## src/logic/ndw_pkg.sv

```systemverilog
// package of constants for the network deadlock watchdog and refill block
// Operation
// watchdog counter increments by one every cycle unless cleared (the counter stops and holds once it reaches all ones)
// counter clears when input port is empty or a read succeeds (a refill-mode read does not clear it while the port holds data)
// counter reaching software threshold raises a deadlock interrupt
// mode flag places tile in refill mode, reads served from stored words
// in refill mode, port reads return the refill register contents
// each refill-mode read interrupts on the instruction right after it
// handler writes next buffered word into refill register before return
// when stored words are used up, refill mode clears, network serves again
// software may raise threshold if slow consumers cause false alarms
// threshold held in writable register; deadlock interrupt pends until ack
package ndw_pkg;
	localparam int unsigned DATA_W = 32;
	localparam int unsigned CNT_W = 32;
	localparam logic [CNT_W-1:0] THRESH_RST = 32'hffffffff;
	localparam logic [DATA_W-1:0] REFILL_RST = 32'h00000000;
	localparam logic [CNT_W-1:0] CNT_RST = 32'h00000000;
endpackage

```

## src/logic/ndw_counter.sv

```systemverilog
// watchdog cycle counter with threshold compare
`timescale 1ns/10ps
module ndw_counter #(
	parameter int unsigned W = 32
) (
	input wire logic i_clk,
	input wire logic i_rst,
	input wire logic i_clear,
	input wire logic [W-1:0] i_thresh,
	output logic o_hit
);
	logic [W-1:0] cnt_q;
	logic [W-1:0] cnt_d;
	logic hit_q;
	logic hit_d;
	always_comb begin
		cnt_d = cnt_q;
		// clear on empty or read
		if (i_clear) begin
			cnt_d = '0;
		// count every cycle until all ones, then hold
		end else if (cnt_q != {W{1'b1}}) begin
			cnt_d = cnt_q + {{(W-1){1'b0}}, 1'b1};
		end
		// threshold reached
		hit_d = !i_clear && (cnt_d == i_thresh);
	end
	always_ff @(posedge i_clk or posedge i_rst) begin
		if (i_rst) begin
			cnt_q <= W'(ndw_pkg::CNT_RST);
			hit_q <= 1'b0;
		end else begin
			cnt_q <= cnt_d;
			hit_q <= hit_d;
		end
	end
	assign o_hit = hit_q;
endmodule

```

## src/logic/ndw_top.sv

```systemverilog
// deadlock watchdog and refill mode for the general network input port
`timescale 1ns/10ps
module ndw_top #(
	parameter int unsigned DATA_W = ndw_pkg::DATA_W,
	parameter int unsigned CNT_W = ndw_pkg::CNT_W
) (
	input wire logic i_clk,
	input wire logic i_rst,
	input wire logic i_port_valid,
	input wire logic [DATA_W-1:0] i_port_data,
	input wire logic i_port_read,
	input wire logic i_thresh_we,
	input wire logic [CNT_W-1:0] i_thresh_wdata,
	input wire logic i_dl_ack,
	input wire logic i_refill_set,
	input wire logic i_refill_clr,
	input wire logic i_refill_we,
	input wire logic [DATA_W-1:0] i_refill_wdata,
	input wire logic i_refill_last,
	output logic [DATA_W-1:0] o_read_data,
	output logic o_read_valid,
	output logic o_port_pop,
	output logic o_refill_mode,
	output logic o_dl_irq,
	output logic o_refill_irq,
	output logic [CNT_W-1:0] o_thresh
);
	logic [CNT_W-1:0] thresh_q;
	logic [CNT_W-1:0] thresh_d;
	logic mode_q;
	logic mode_d;
	logic last_q;
	logic last_d;
	logic [DATA_W-1:0] refill_q;
	logic [DATA_W-1:0] refill_d;
	logic dl_q;
	logic dl_d;
	logic rirq_q;
	logic rirq_d;
	logic [DATA_W-1:0] rdata_q;
	logic [DATA_W-1:0] rdata_d;
	logic rvalid_q;
	logic rvalid_d;
	logic pop_q;
	logic pop_d;
	logic hit;
	logic net_read;
	logic ref_read;
	logic wd_clear;

	// reads go to the refill register while in refill mode
	always_comb begin
		net_read = 1'b0;
		ref_read = 1'b0;
		if (i_port_read) begin
			if (mode_q) begin
				ref_read = 1'b1;
			end else if (i_port_valid) begin
				net_read = 1'b1;
			end
		end
	end

	// empty port or network read clears the count
	always_comb begin
		wd_clear = 1'b0;
		if (!i_port_valid) begin
			wd_clear = 1'b1;
		end else if (net_read) begin
			wd_clear = 1'b1;
		end
	end

	ndw_counter #(
		.W(CNT_W)
	) u_counter (
		.i_clk(i_clk),
		.i_rst(i_rst),
		.i_clear(wd_clear),
		.i_thresh(thresh_q),
		.o_hit(hit)
	);

	// writable threshold
	always_comb begin
		thresh_d = thresh_q;
		if (i_thresh_we) begin
			thresh_d = i_thresh_wdata;
		end
	end

	always_ff @(posedge i_clk or posedge i_rst) begin
		if (i_rst) begin
			thresh_q <= CNT_W'(ndw_pkg::THRESH_RST);
		end else begin
			thresh_q <= thresh_d;
		end
	end

	// threshold hit raises the deadlock interrupt
	// pending until ack, set wins
	always_comb begin
		dl_d = dl_q;
		if (hit) begin
			dl_d = 1'b1;
		end else if (i_dl_ack) begin
			dl_d = 1'b0;
		end
	end

	always_ff @(posedge i_clk or posedge i_rst) begin
		if (i_rst) begin
			dl_q <= 1'b0;
		end else begin
			dl_q <= dl_d;
		end
	end

	// refill word loaded by the handler
	always_comb begin
		refill_d = refill_q;
		if (i_refill_we) begin
			refill_d = i_refill_wdata;
		end
	end

	always_ff @(posedge i_clk or posedge i_rst) begin
		if (i_rst) begin
			refill_q <= DATA_W'(ndw_pkg::REFILL_RST);
		end else begin
			refill_q <= refill_d;
		end
	end

	// mode flag set and clear
	always_comb begin
		mode_d = mode_q;
		last_d = last_q;
		if (i_refill_set) begin
			last_d = 1'b0;
		end
		if (i_refill_we) begin
			last_d = i_refill_last;
		end
		if (i_refill_set) begin
			mode_d = 1'b1;
		end else if (i_refill_clr) begin
			mode_d = 1'b0;
		// last stored word consumed
		end else if (ref_read && last_q) begin
			mode_d = 1'b0;
		end
	end

	always_ff @(posedge i_clk or posedge i_rst) begin
		if (i_rst) begin
			mode_q <= 1'b0;
			last_q <= 1'b0;
		end else begin
			mode_q <= mode_d;
			last_q <= last_d;
		end
	end

	// interrupt after every refill read
	always_comb begin
		rirq_d = 1'b0;
		if (ref_read) begin
			rirq_d = 1'b1;
		end
	end

	always_ff @(posedge i_clk or posedge i_rst) begin
		if (i_rst) begin
			rirq_q <= 1'b0;
		end else begin
			rirq_q <= rirq_d;
		end
	end

	// serve from refill register
	always_comb begin
		rdata_d = rdata_q;
		rvalid_d = 1'b0;
		if (ref_read) begin
			rdata_d = refill_q;
			rvalid_d = 1'b1;
		end else if (net_read) begin
			rdata_d = i_port_data;
			rvalid_d = 1'b1;
		end
	end

	always_ff @(posedge i_clk or posedge i_rst) begin
		if (i_rst) begin
			rdata_q <= DATA_W'(ndw_pkg::REFILL_RST);
			rvalid_q <= 1'b0;
		end else begin
			rdata_q <= rdata_d;
			rvalid_q <= rvalid_d;
		end
	end

	// only network reads dequeue the port
	always_comb begin
		pop_d = 1'b0;
		if (net_read) begin
			pop_d = 1'b1;
		end
	end

	always_ff @(posedge i_clk or posedge i_rst) begin
		if (i_rst) begin
			pop_q <= 1'b0;
		end else begin
			pop_q <= pop_d;
		end
	end

	assign o_thresh = thresh_q;
	assign o_dl_irq = dl_q;
	assign o_refill_irq = rirq_q;
	assign o_refill_mode = mode_q;
	assign o_read_data = rdata_q;
	assign o_read_valid = rvalid_q;
	assign o_port_pop = pop_q;
endmodule

```

## config.mk

```make
export PLATFORM = sky130hd
export DESIGN_NAME = ndw_top
export DESIGN_NICKNAME = d
export VERILOG_FILES = /design/src/logic/ndw_pkg.sv /design/src/logic/ndw_counter.sv /design/src/logic/ndw_top.sv
export SDC_FILE = /design/constraint.sdc
export NUM_CORES = 1
export LEC_CHECK = 0
export BUFFER_PORTS_ARGS = -buffer_cell sky130_fd_sc_hd__buf_2
export CAP_MARGIN = 20
export CORE_ASPECT_RATIO = 0.8
export CORE_MARGIN = 8
export CORE_UTILIZATION = 30
export DETAILED_ROUTE_END_ITERATION = 10
export PLACE_DENSITY = 0.58
export SYNTH_ARGS = -nofsm -noshare
export SYNTH_HDL_FRONTEND = slang
export SYNTH_HIERARCHICAL = 1
export SYNTH_SLANG_ARGS = --single-unit
```

## constraint.sdc

```tcl
create_clock -name i_clk -period 5.02 [get_ports i_clk]
set_input_delay 1.255 -clock i_clk [delete_from_list [all_inputs] [get_ports i_clk]]
set_output_delay 1.255 -clock i_clk [all_outputs]
set_load 0.01 [all_outputs]
```

# Word-level counts from Yosys, hierarchy flattened
# Index checks and enable logic that the tools add are counted.
totals:
  reg_bits: 135
  in_bits: 106
  out_inout_bits: 69
  wordCells: 41
classes:
  n_addsub: 1
  eq_ne: 2
  mux: 20
  reduce_logical: 7
op_table:
  columns: ["operator", "count"]
  rows:
  - ["32-bit 2-to-1 mux", 4]
  - ["32-bit by 1-bit adder with 32-bit output, second input constant", 1]
  - ["32-bit == test", 1]
  - ["32-bit != test, second input constant", 1]
  - ["1-bit 2-to-1 mux", 16]
  - ["2-bit nonzero test", 3]
  - ["3-bit nonzero test", 1]
  - ["1-bit logical AND", 2]
  - ["1-bit zero test", 1]

# Depth between registers and ports, before layout
# Gate-level depths: netlist of the first run.
depth:
  depth_word: 8
  ltp_mapped: 14
  ltp_nobuf: 10

# Hierarchy
# Netlist of the first run, hierarchy kept.
modules_own_cells:
  columns: ["mod", "n_inst", "cells_per_inst", "area_each_um2"]
  rows:
  - ["ndw_top", 1, 302, 4385.5]
  - ["ndw_counter", 1, 351, 2924.1]

# Worst setup path after synthesis of the first run
# No wires, ideal clock.
synth_path:
  path_type: "input-to-reg"
  from: "input port i_port_read"
  to: "register u_counter.hit_q (netlist: u_counter/o_hit)"
  t_arrival_ps: 3431
  t_required_ps: 4924
  setup_slack_ps: 1493
  path_stages: 12
  path_buffers: 6
  cell_sequence: "buf_4 nand2b_4 buf_6 buf_6 nand2_1 clkbuf_1 clkbuf_1 clkbuf_1 nor3_1 a2111oi_0 nand4_1 nor4_2"
synth_between:
  elab_chain_cells: 6
synth_rtl:
  columns: ["element", "line", "text"]
  rows:
  - ["from (decl)", "ndw_top.sv:11", "input wire logic i_port_read,"]
  - ["1-bit 2-to-1 mux *", "ndw_top.sv:55", "if (i_port_read) begin"]
  - ["1-bit 2-to-1 mux *", "ndw_top.sv:69", "end else if (net_read) begin"]
  - ["1-bit 2-to-1 mux *", "ndw_top.sv:67", "if (!i_port_valid) begin"]
  - ["net wd_clear", "ndw_top.sv:49", "logic wd_clear;"]
  - ["32-bit 2-to-1 mux", "ndw_counter.sv:19", "if (i_clear) begin"]
  - ["32-bit == test", "ndw_counter.sv:26", "hit_d = !i_clear && (cnt_d == i_thresh);"]
  - ["1-bit logical AND *", "ndw_counter.sv:26", null]
  - ["net u_counter.hit_d", "ndw_counter.sv:15", "logic hit_d;"]
  - ["to (signal assigned)", "ndw_counter.sv:34", "hit_q <= hit_d;"]
  - ["to (decl)", "ndw_counter.sv:14", "logic hit_q;"]
# The timed path passes the listed nets; every way through them passes the cells marked *.
# A chain may end at the register's enable or synchronous reset.

# Worst setup path after layout of the first run
# Ends and elaborated chain as after synthesis.

==> impl_metrics.tcl, run 1 <==
set metrics [dict create \
    outcome "completed" \
    io_pins 175 \
    dieArea_um2 29600 \
    nNetsFinal 912 \
    drtIter0Drc 464 \
    yosys_warnings 6 \
    die_w_um 191 \
    cp.arrival_ps 3800 \
    syn_nets 760 \
    synth_seq_cells 135 \
    post-route-period-util_pct 69.2 \
    core_um2 24100 \
    n_fill_cell 2444 \
    cp-start-kind "input pin" \
    hold_path_end "refill_q[16]" \
    postCtsSetupBuffers 0 \
    detail_route.wl_per_cell_um 19.7 \
    syn2layout_area_growth_pct 22.1 \
    worstPathMaxFanout 34 \
    synth_top_family_by_area "simple AND/OR/NAND/NOR gates" \
    vdd_ir_drop_max_mv 0.212 \
    setup_viol 0 \
    via_per_inst 5.19 \
    hold_start "refill_q[16]" \
    cp-end-kind "flip-flop" \
    routed_wl_um 22400 \
    worst_slack_ps 1550 \
    rr_startpoint "u_counter/cnt_q[0]" \
    gr-total-overflow 0 \
    diodes 0 \
    grtUsageTotal_pct 15.2 \
    place.gp.congestion 0.870 \
    cts_hold_buf 0 \
    finalSetupTns_ps 0 \
    syn_inst 653 \
    reg2reg_slack_ps 1600 \
    grt_first_pass_wirelength_um 35500 \
    final_max_slew_viol_count 0 \
    yosysSeqAreaShare_pct 46.8 \
    antenna_found_initial 6 \
    synth_xor_area_share_pct 4.30 \
    worst_pin_slew_ps 1170 \
    hold_viol_final 0 \
    drcViolationCount 0 \
    synth.avg_cell_area_um2 11.2 \
    r2r_end "u_counter/o_hit" \
    drv_cap 0 \
    p_per_area_nw_per_um2 329 \
    slew_headroom_pct 21.3 \
    cts_buffers 17 \
    power_uw 2930 \
    fmax_ghz 0.288 \
    crit_type "input pin to flip-flop" \
    hold_depth 1 \
    crit_required_ps 5350 \
    vias 5900 \
    synth_edf_count 0 \
    clk_pin_slew_ps 70 \
    io_buffers 174 \
    firstDrtPassIters 5 \
    grt_max_degree 55 \
    grt_pass1_vias 6071 \
    drive_above_1_share_pct 34.5 \
    synth_fa_ha_area_share_pct 0.171 \
    post-route-min-period_ps 3470 \
    clock_latency_ps 420 \
    num_rows 51 \
    synth_mux_area_share_pct 11.4 \
    rsz0062_at_grt "false" \
    root_buffer "clkbuf_16" \
    synth_top_flop_cell "dfrtp_1" \
    cts_tree "built" \
    min_path_type "flip-flop to flip-flop" \
    dp_hpwl_um 15800 \
    ctsResizeCount 0 \
    async_flop_share_pct 100 \
    initial_core_util_pct 30.3 \
    postPlaceCellArea_um2 8350 \
    htree_levels 4 \
    reg2reg_depth 9 \
    cellLeakagePower_uw 0.00363 \
    place_worst_setup_slack_ps 1130 \
    netlist_area_um2 7310 \
    ant_nets 0 \
    fin_area_um2 8930 \
    die_h_um 156 \
    synth_compound_area_share_pct 12.4 \
    synth_cell_types 68 \
    clk_path_buf_depth 2 \
    clock-sinks 135 \
    synth_simple_gate_area_share_pct 19.9 \
    fin_skew_ps 9.36 \
]
[sequential cells by signal (all words and copies together), names as in the netlist]
signal	count
u_counter/cnt_q	32
last_q	1
o_dl_irq	1
refill_q	32
o_thresh	32
o_read_valid	1
o_port_pop	1
u_counter/o_hit	1
o_read_data	32
o_refill_irq	1
o_refill_mode	1
[cells by family (layout without fill, tap and decap cells)]
group / Yosys count / in the layout
compound gates: 108 / 108
xor+xnor: 35 / 35
fa+ha+maj: 1 / 1
buf+inv: 65 / 230
flops: 135 / 135
mux: 74 / 74
simple gates: 235 / 235
[final cells by class]
class                           count  area, um2  share of cell area, %
Multi-Input combinational cell    453       3520                   39.5
Clock inverter                     13        131                   1.47
Clock buffer                       19        443                   4.96
Timing Repair Buffer              184        958                   10.7
Sequential cell                   135       3420                   38.3
Inverter                           14       55.1                  0.617
Tap cell                          318        398                   4.46
[metrics by stage]
step                util (%)  hold WS, ps  instances
detailed placement      34.6          466       1104
global placement        34.6          459       1104
finish                  37.0          473       1136
CTS                     37.0          481       1136
floorplan                  -          404        653
global route            37.0          489       1136
[synthesized netlist by cell type, types with 7 or more instances]
| cell type | number | share of area (%) |
|---|---|---|
| buf_4 | 8 | 0.82 |
| mux2_2 | 11 | 1.7 |
| clkbuf_1 | 14 | 0.72 |
| or3_1 | 7 | 0.60 |
| o221a_1 | 32 | 4.9 |
| nand3_1 | 21 | 1.4 |
| nand2_1 | 20 | 1.0 |
| mux2_1 | 58 | 8.9 |
| o21ai_0 | 9 | 0.62 |
| xnor2_1 | 28 | 3.4 |
| dfstp_2 | 32 | 12 |
| buf_2 | 17 | 1.2 |
| nand3b_1 | 33 | 3.4 |
| nand4_1 | 17 | 1.5 |
| inv_1 | 14 | 0.72 |
| dfrtp_1 | 103 | 35 |
| a211oi_1 | 7 | 0.72 |
| nor3_1 | 17 | 1.2 |
| a21oi_1 | 17 | 1.2 |
| nor2_1 | 40 | 2.1 |
| buf_6 | 10 | 1.5 |
| nand2b_1 | 34 | 2.9 |
[routing by layer]
metal  global-route usage, %  vias to the layer above  routed length, um
met4                    3.76                       12                190
met5                       0                        -                 65
met3                    6.17                       26               2110
met2                    22.6                      244               9930
met1                    20.4                     2885              10100
li1                        -                     2733                  -
[placed cells by master, fill, tap and decap left out, types with 3 or more instances in the layout]
cell,count
nand2b_1,34
clkinvlp_4,4
xor2_1,6
mux2_1,58
o21ai_0,9
nand3b_1,33
nor2b_1,6
and3_1,3
dfrtp_1,103
mux2_2,11
o31ai_1,5
buf_2,174
and2_1,3
nor4_1,4
mux2i_1,4
o21a_1,3
or4_1,3
inv_1,12
nand4_1,17
buf_4,9
or4_4,3
nor4_2,4
and4_1,6
clkbuf_16,17
a211oi_1,7
nand3_1,21
o221a_1,32
dfstp_2,32
or3_1,7
a21oi_1,17
nand2_1,19
nor3_1,17
nor2_1,40
inv_6,5
a2111oi_0,6
a31oi_1,5
xnor2_1,28
[critical path, cell delays in order]
cell,delay (ps)
buf_2,120
nand2b_4,360
nand2_2,370
buf_4,350
or4_1,540
nand3_1,80
o311ai_0,120
nor4_1,260
nand4b_1,160
nor4_2,170
[worst max path at each step]
stage                 from               to
2_1_floorplan        i_rst           last_q
3_3_place_gp   i_port_read  u_counter/o_hit
3_5_place_dp   i_port_read  u_counter/o_hit
4_1_cts        i_port_read  u_counter/o_hit
5_1_grt        i_port_read  u_counter/o_hit
6_report       i_port_read  u_counter/o_hit
[report_power, final]
group,internal [uW],switching (uW)
clock network,708,535
logic,195,212
registers,1210,75.5
No activity file was read; power rests on OpenSTA's default activity.
==> run 2: changes to the inputs <==
==> constraint.sdc (replaced) <==
create_clock -name i_clk -period 3.6 [get_ports i_clk]
set_input_delay 0.9 -clock i_clk [delete_from_list [all_inputs] [get_ports i_clk]]
set_output_delay 0.9 -clock i_clk [all_outputs]
set_load 0.01 [all_outputs]
==> run 2 against run 1 <==
- global-route usage rose by 0.25 points
- cell area up 0.13%
- worst hold slack improved by 2.1 ps
- clock skew down 1.0 ps
- routed wire length increased by 0.88%
- sequential power increased by 40%
- final cell count is 0.62% higher
- clock power is 31% higher
- count of clock-buffer cells in the layout grew 3
- via count is 0.88% higher
- non-clock buffer count is 6 higher
- first-iteration DRC count decreased by 2.8%
- critical path type is now flip-flop to flip-flop
- largest power group unchanged
==> impl_metrics.tcl, run 2 (same netlist as run 1, synthesis figures left out) <==
set metrics [dict create \
    cp-start-kind "flip-flop" \
    clk_pin_slew_ps 60 \
    top_usage_layer "met2" \
    setup_viol 0 \
    routed_wl_um 22600 \
    clock_latency_ps 430 \
    grt_max_degree 56 \
    crit_required_ps 3940 \
    post-route-min-period_ps 3120 \
    final_common_cell "buf_2" \
    clock-sinks 135 \
    drcViolationCount 0 \
    finalSetupTns_ps 0 \
    crit_type "flip-flop to flip-flop" \
    htree_levels 4 \
    outcome "completed" \
    worst_pin_slew_ps 897 \
    via_per_inst 5.21 \
    fin_skew_ps 8.31 \
    path_cells "ha_1 > nand3_2 > or4_4 > o2111ai_1 > xor2_1 > a2111oi_0 > nand4_1 > nor4_2" \
    drtIter0Drc 451 \
    place.gp.congestion 0.920 \
    cellLeakagePower_uw 0.00366 \
    vdd_ir_drop_max_mv 0.333 \
    cts_hold_buf 0 \
    ctsResizeCount 0 \
    antenna_found_initial 5 \
    p_per_area_nw_per_um2 447 \
    cts_buffers 17 \
    syn2layout_area_growth_pct 22.3 \
    ant_nets 0 \
    cp-end-kind "flip-flop" \
    vias 5952 \
    cts_tree "built" \
    fmax_ghz 0.321 \
    cp.arrival_ps 3450 \
    initial_core_util_pct 30.3 \
    nNetsFinal 918 \
    worstPathMaxFanout 7 \
    min_path_type "flip-flop to flip-flop" \
    detail_route.wl_per_cell_um 19.7 \
    clk_path_buf_depth 2 \
    postPlaceCellArea_um2 8400 \
    die_w_um 191 \
    final_max_slew_viol_count 0 \
    gr-total-overflow 0 \
    dp_hpwl_um 15900 \
    core_um2 24100 \
    cpMaxStageDelayCell "or4_4" \
    postCtsSetupBuffers 0 \
    firstDrtPassIters 5 \
    gr-usage-met2_pct 23.7 \
    grtUsageTotal_pct 15.5 \
    dieArea_um2 29600 \
    max_stage_delay_ps 620 \
    grt_pass1_vias 6305 \
    n_fill_cell 2463 \
    num_rows 51 \
    die_h_um 156 \
    root_buffer "clkbuf_16" \
    io_pins 175 \
    gr-usage-met1_pct 19.7 \
    post-route-period-util_pct 86.6 \
    layout_common_cells "174 x buf_2, 103 x dfrtp_1, 58 x mux2_1, 40 x nor2_1, 34 x nand2b_1" \
    met3_usage_pct 6.70 \
    slew_headroom_pct 39.7 \
    fin_area_um2 8940 \
    hold_viol_final 0 \
    rsz0062_at_grt "false" \
    grt_first_pass_wirelength_um 35900 \
    drive_above_1_share_pct 34.7 \
    io_buffers 174 \
    drv_cap 0 \
]
-- run 2: metal layers --
layer  part of all wire [%]  wire length (um)
met5                   0.23                52
met4                    1.2               282
met3                    9.8              2210
met2                     45             10200
met1                     44              9830
-- run 2: worst paths after layout --
path                                    startpoint                  to  slack, ps  depth (start not counted)
min in group asynchronous                    i_rst        o_read_valid        620                          2
worst min-delay path                  refill_q[16]        refill_q[16]        480                          1
max in group asynchronous                    i_rst  u_counter/cnt_q[1]       2160                          3
worst max-delay path            u_counter/cnt_q[0]     u_counter/o_hit        480                          8
worst max register to register  u_counter/cnt_q[0]     u_counter/o_hit        480                          8
worst min register to register        refill_q[16]        refill_q[16]        480                          1
-- run 2: critical path, delay by kind of cell (launching register included) --
kind,cells,cell delay (ps)
simple gates,4,1320
compound gates,2,770
xor+xnor,1,160
flops,1,420
fa+ha+maj,1,340
-- run 2: layout make-up --
cell class / instances / area, um2 / share of cell area (%)
antenna: 1 / 2.50 / 0.0280
sequential: 135 / 3420 / 38.2
clock buffer: 22 / 464 / 5.19
inverter: 14 / 55.1 / 0.616
timing repair buffer: 190 / 1000 / 11.2
clock inverter: 10 / 73.8 / 0.826
tap: 318 / 398 / 4.45
multi-input combinational: 453 / 3520 / 39.4
-- run 2: report_power, final --
part           leakage (uW)  total (uW)  switching (uW)  internal, uW
Clock              0.000261        1630             711           920
Combinational       0.00180         572             296           276
Sequential          0.00160        1790             106          1680
-- run 2: through the flow --
| step | hold WS, ps | instances | power (uW) | utilization [%] | setup slack, ps |
|---|---|---|---|---|---|
| 2_1_floorplan | 404 | 653 | 2130 | - | 77.5 |
| 3_3_place_gp | 459 | 1110 | 2390 | 34.8 | 547 |
| 3_5_place_dp | 466 | 1110 | 2400 | 34.8 | 540 |
| 4_1_cts | 479 | 1142 | 4070 | 37.0 | 560 |
| 5_1_grt | 490 | 1142 | 4190 | 37.0 | 197 |
| 6_report | 476 | 1143 | 3990 | 37.1 | 484 |
==> run 3: changes to the inputs <==
--- a/config.mk
+++ b/config.mk
@@ -9,9 +9,10 @@
 export CAP_MARGIN = 20
 export CORE_ASPECT_RATIO = 0.8
 export CORE_MARGIN = 8
-export CORE_UTILIZATION = 30
+export CORE_UTILIZATION = 54
 export DETAILED_ROUTE_END_ITERATION = 10
-export PLACE_DENSITY = 0.58
+export MAX_ROUTING_LAYER = met4
+export PLACE_DENSITY = 0.88
 export SYNTH_ARGS = -nofsm -noshare
 export SYNTH_HDL_FRONTEND = slang
 export SYNTH_HIERARCHICAL = 1
==> run 3 against run 2 <==
- flip-flop and latch count did not move
- clock skew fell by 0.87 ps
- final cell count fell by 12%
- register-to-register slack improved by 90 ps
- routed wire length fell by 6.6%
- sequential share of layout area rose by 0.35 points
- die area fell by 41%
- worst setup slack improved by 91 ps
- combinational power fell by 0.9%
- first-iteration DRC count rose by 20%
- critical endpoint unchanged
- largest power group is now the clock network
- highest routed layer is now met4
==> impl_metrics.tcl, run 3 (same netlist as run 1, synthesis figures left out) <==
set metrics [dict create \
    die_h_um 120 \
    slew_headroom_pct 43.7 \
    gr-total-overflow 0 \
    p_sw_share_pct 26.7 \
    hold_viol_final 0 \
    dieArea_um2 17500 \
    cp-start-kind "flip-flop" \
    postCtsSetupBuffers 0 \
    grt_first_pass_wirelength_um 33500 \
    io_buffers 174 \
    post-route-period-util_pct 84.0 \
    outcome "completed" \
    via_per_inst 6.01 \
    postPlaceCellArea_um2 8220 \
    hold_depth 1 \
    io_pins 175 \
    crit_required_ps 3920 \
    clk_path_buf_depth 2 \
    post-route-min-period_ps 3030 \
    fin_area_um2 8860 \
    cts_tree "built" \
    hold_path_end "o_dl_irq" \
    drcViolationCount 0 \
    r2r_end "u_counter/o_hit" \
    dp_hpwl_um 15000 \
    worstPathMaxFanout 7 \
    nNetsFinal 918 \
    clock-sinks 135 \
    initial_core_util_pct 54.5 \
    grtUsageTotal_pct 24.7 \
    fin_skew_ps 7.44 \
    p_per_area_nw_per_um2 476 \
    min_path_type "flip-flop to flip-flop" \
    final_common_cell "buf_2" \
    detail_route.wl_per_cell_um 20.9 \
    antenna_found_initial 2 \
    cp.arrival_ps 3340 \
    reg2reg_slack_ps 570 \
    rsz0062_at_grt "false" \
    root_buffer "clkbuf_16" \
    fmax_ghz 0.331 \
    drtIter0Drc 542 \
    layout_common_cells "174 x buf_2, 103 x dfrtp_1, 58 x mux2_1, 40 x nor2_1, 34 x nand2b_1" \
    ctsResizeCount 0 \
    ant_nets 0 \
    grt_pass1_vias 6229 \
    grt_max_degree 65 \
    worst_pin_slew_ps 844 \
    place_worst_setup_slack_ps 650 \
    syn2layout_area_growth_pct 21.2 \
    cp-end-kind "flip-flop" \
    vdd_ir_drop_max_mv 0.447 \
    place.gp.congestion 0.973 \
    worst_slack_ps 575 \
    power_frac_seq_pct 42.6 \
    cts_hold_buf 0 \
    cellLeakagePower_uw 0.00370 \
    crit_type "flip-flop to flip-flop" \
    drv_cap 0 \
    setup_viol 0 \
    clock_latency_ps 410 \
    num_rows 38 \
    cpMaxStageDelayCell "or4_4" \
    htree_levels 4 \
    drive_above_1_share_pct 35.1 \
    multiInputGateArea_um2 3520 \
    combPwrFrac_pct 13.5 \
    die_w_um 146 \
    reg2reg_depth 9 \
    max_stage_delay_ps 620 \
    seqCellArea_um2 3420 \
    firstDrtPassIters 7 \
    routed_wl_um 21100 \
    hold_start "u_counter/o_hit" \
    vias 6051 \
    final_max_slew_viol_count 0 \
    p_int_uw 3090 \
    cts_buffers 17 \
    rr_startpoint "u_counter/cnt_q[0]" \
    power_uw 4220 \
    path_cells "ha_1 > nand3_2 > or4_4 > or3_1 > nand3_1 > o221ai_1 > a211oi_1 > nand4_1 > nor4_2" \
    clkPwrFrac_pct 44.0 \
    finalSetupTns_ps 0 \
    p_sw_uw 1130 \
    core_um2 13400 \
    clk_pin_slew_ps 60 \
    n_fill_cell 1016 \
]
==> run 3: cell count changes in the layout (fill, tap and decap cells not counted), sizes merged <==
cell,delta
clkinv,-3
clkinvlp,-1
bufinv,+3
diode,+2
inv,+5
clkbuf,-4
==> run 3: layer usage <==
layer	wire, um	vias to the layer above	part of all wire [%]	global-route usage, %
li1	-	2739	-	-
met2	9720	343	46	37.3
met5	0	-	0	-
met3	2130	44	10	7.45
met1	8820	2925	42	31.5
met4	404	0	1.9	7.45
==> run 3: critical path: cells and delay by family (launching register included) <==
kind	cells	cell delay, ps
flops	1	420
simple gates	6	1840
compound gates	2	380
fa+ha+maj	1	310
==> run 3: through the flow <==
step	util, %	instances	hold slack [ps]
floorplan	-	653	404
global placement	61.3	972	453
detailed placement	61.3	972	455
CTS	66.0	1004	475
global route	66.0	1006	490
finish	66.1	1007	469
==> run 3: how the worst max path moves through the flow <==
stage / slack (ps) / to / from / cells after the start
after detailed placement: 650 / u_counter/o_hit / u_counter/cnt_q[0] / 9
after floorplan: 80 / last_q / i_rst / 1
final: 570 / u_counter/o_hit / u_counter/cnt_q[0] / 9
after global placement: 660 / u_counter/o_hit / i_port_read / 11
after global routing: 390 / u_counter/o_hit / u_counter/cnt_q[0] / 9
after CTS: 610 / u_counter/o_hit / u_counter/cnt_q[0] / 9
==> run 3: layout make-up <==
class | count | area share (%)
multi-input combinational | 453 | 39.8
sequential | 135 | 38.6
timing repair buffer | 190 | 11.3
clock buffer | 18 | 4.96
tap | 180 | 2.54
clock inverter | 14 | 2.10
inverter | 14 | 0.622
antenna | 3 | 0.0848
==> run 3: power by group through the flow <==
stage / clock network [uW] / logic (uW) / registers, uW
5_1_grt: 1940 / 617 / 1810
4_1_cts: 1870 / 573 / 1790
3_3_place_gp: 0 / 557 / 1810
2_1_floorplan: 0 / 301 / 1830
3_5_place_dp: 0 / 572 / 1810
6_report: 1850 / 567 / 1790
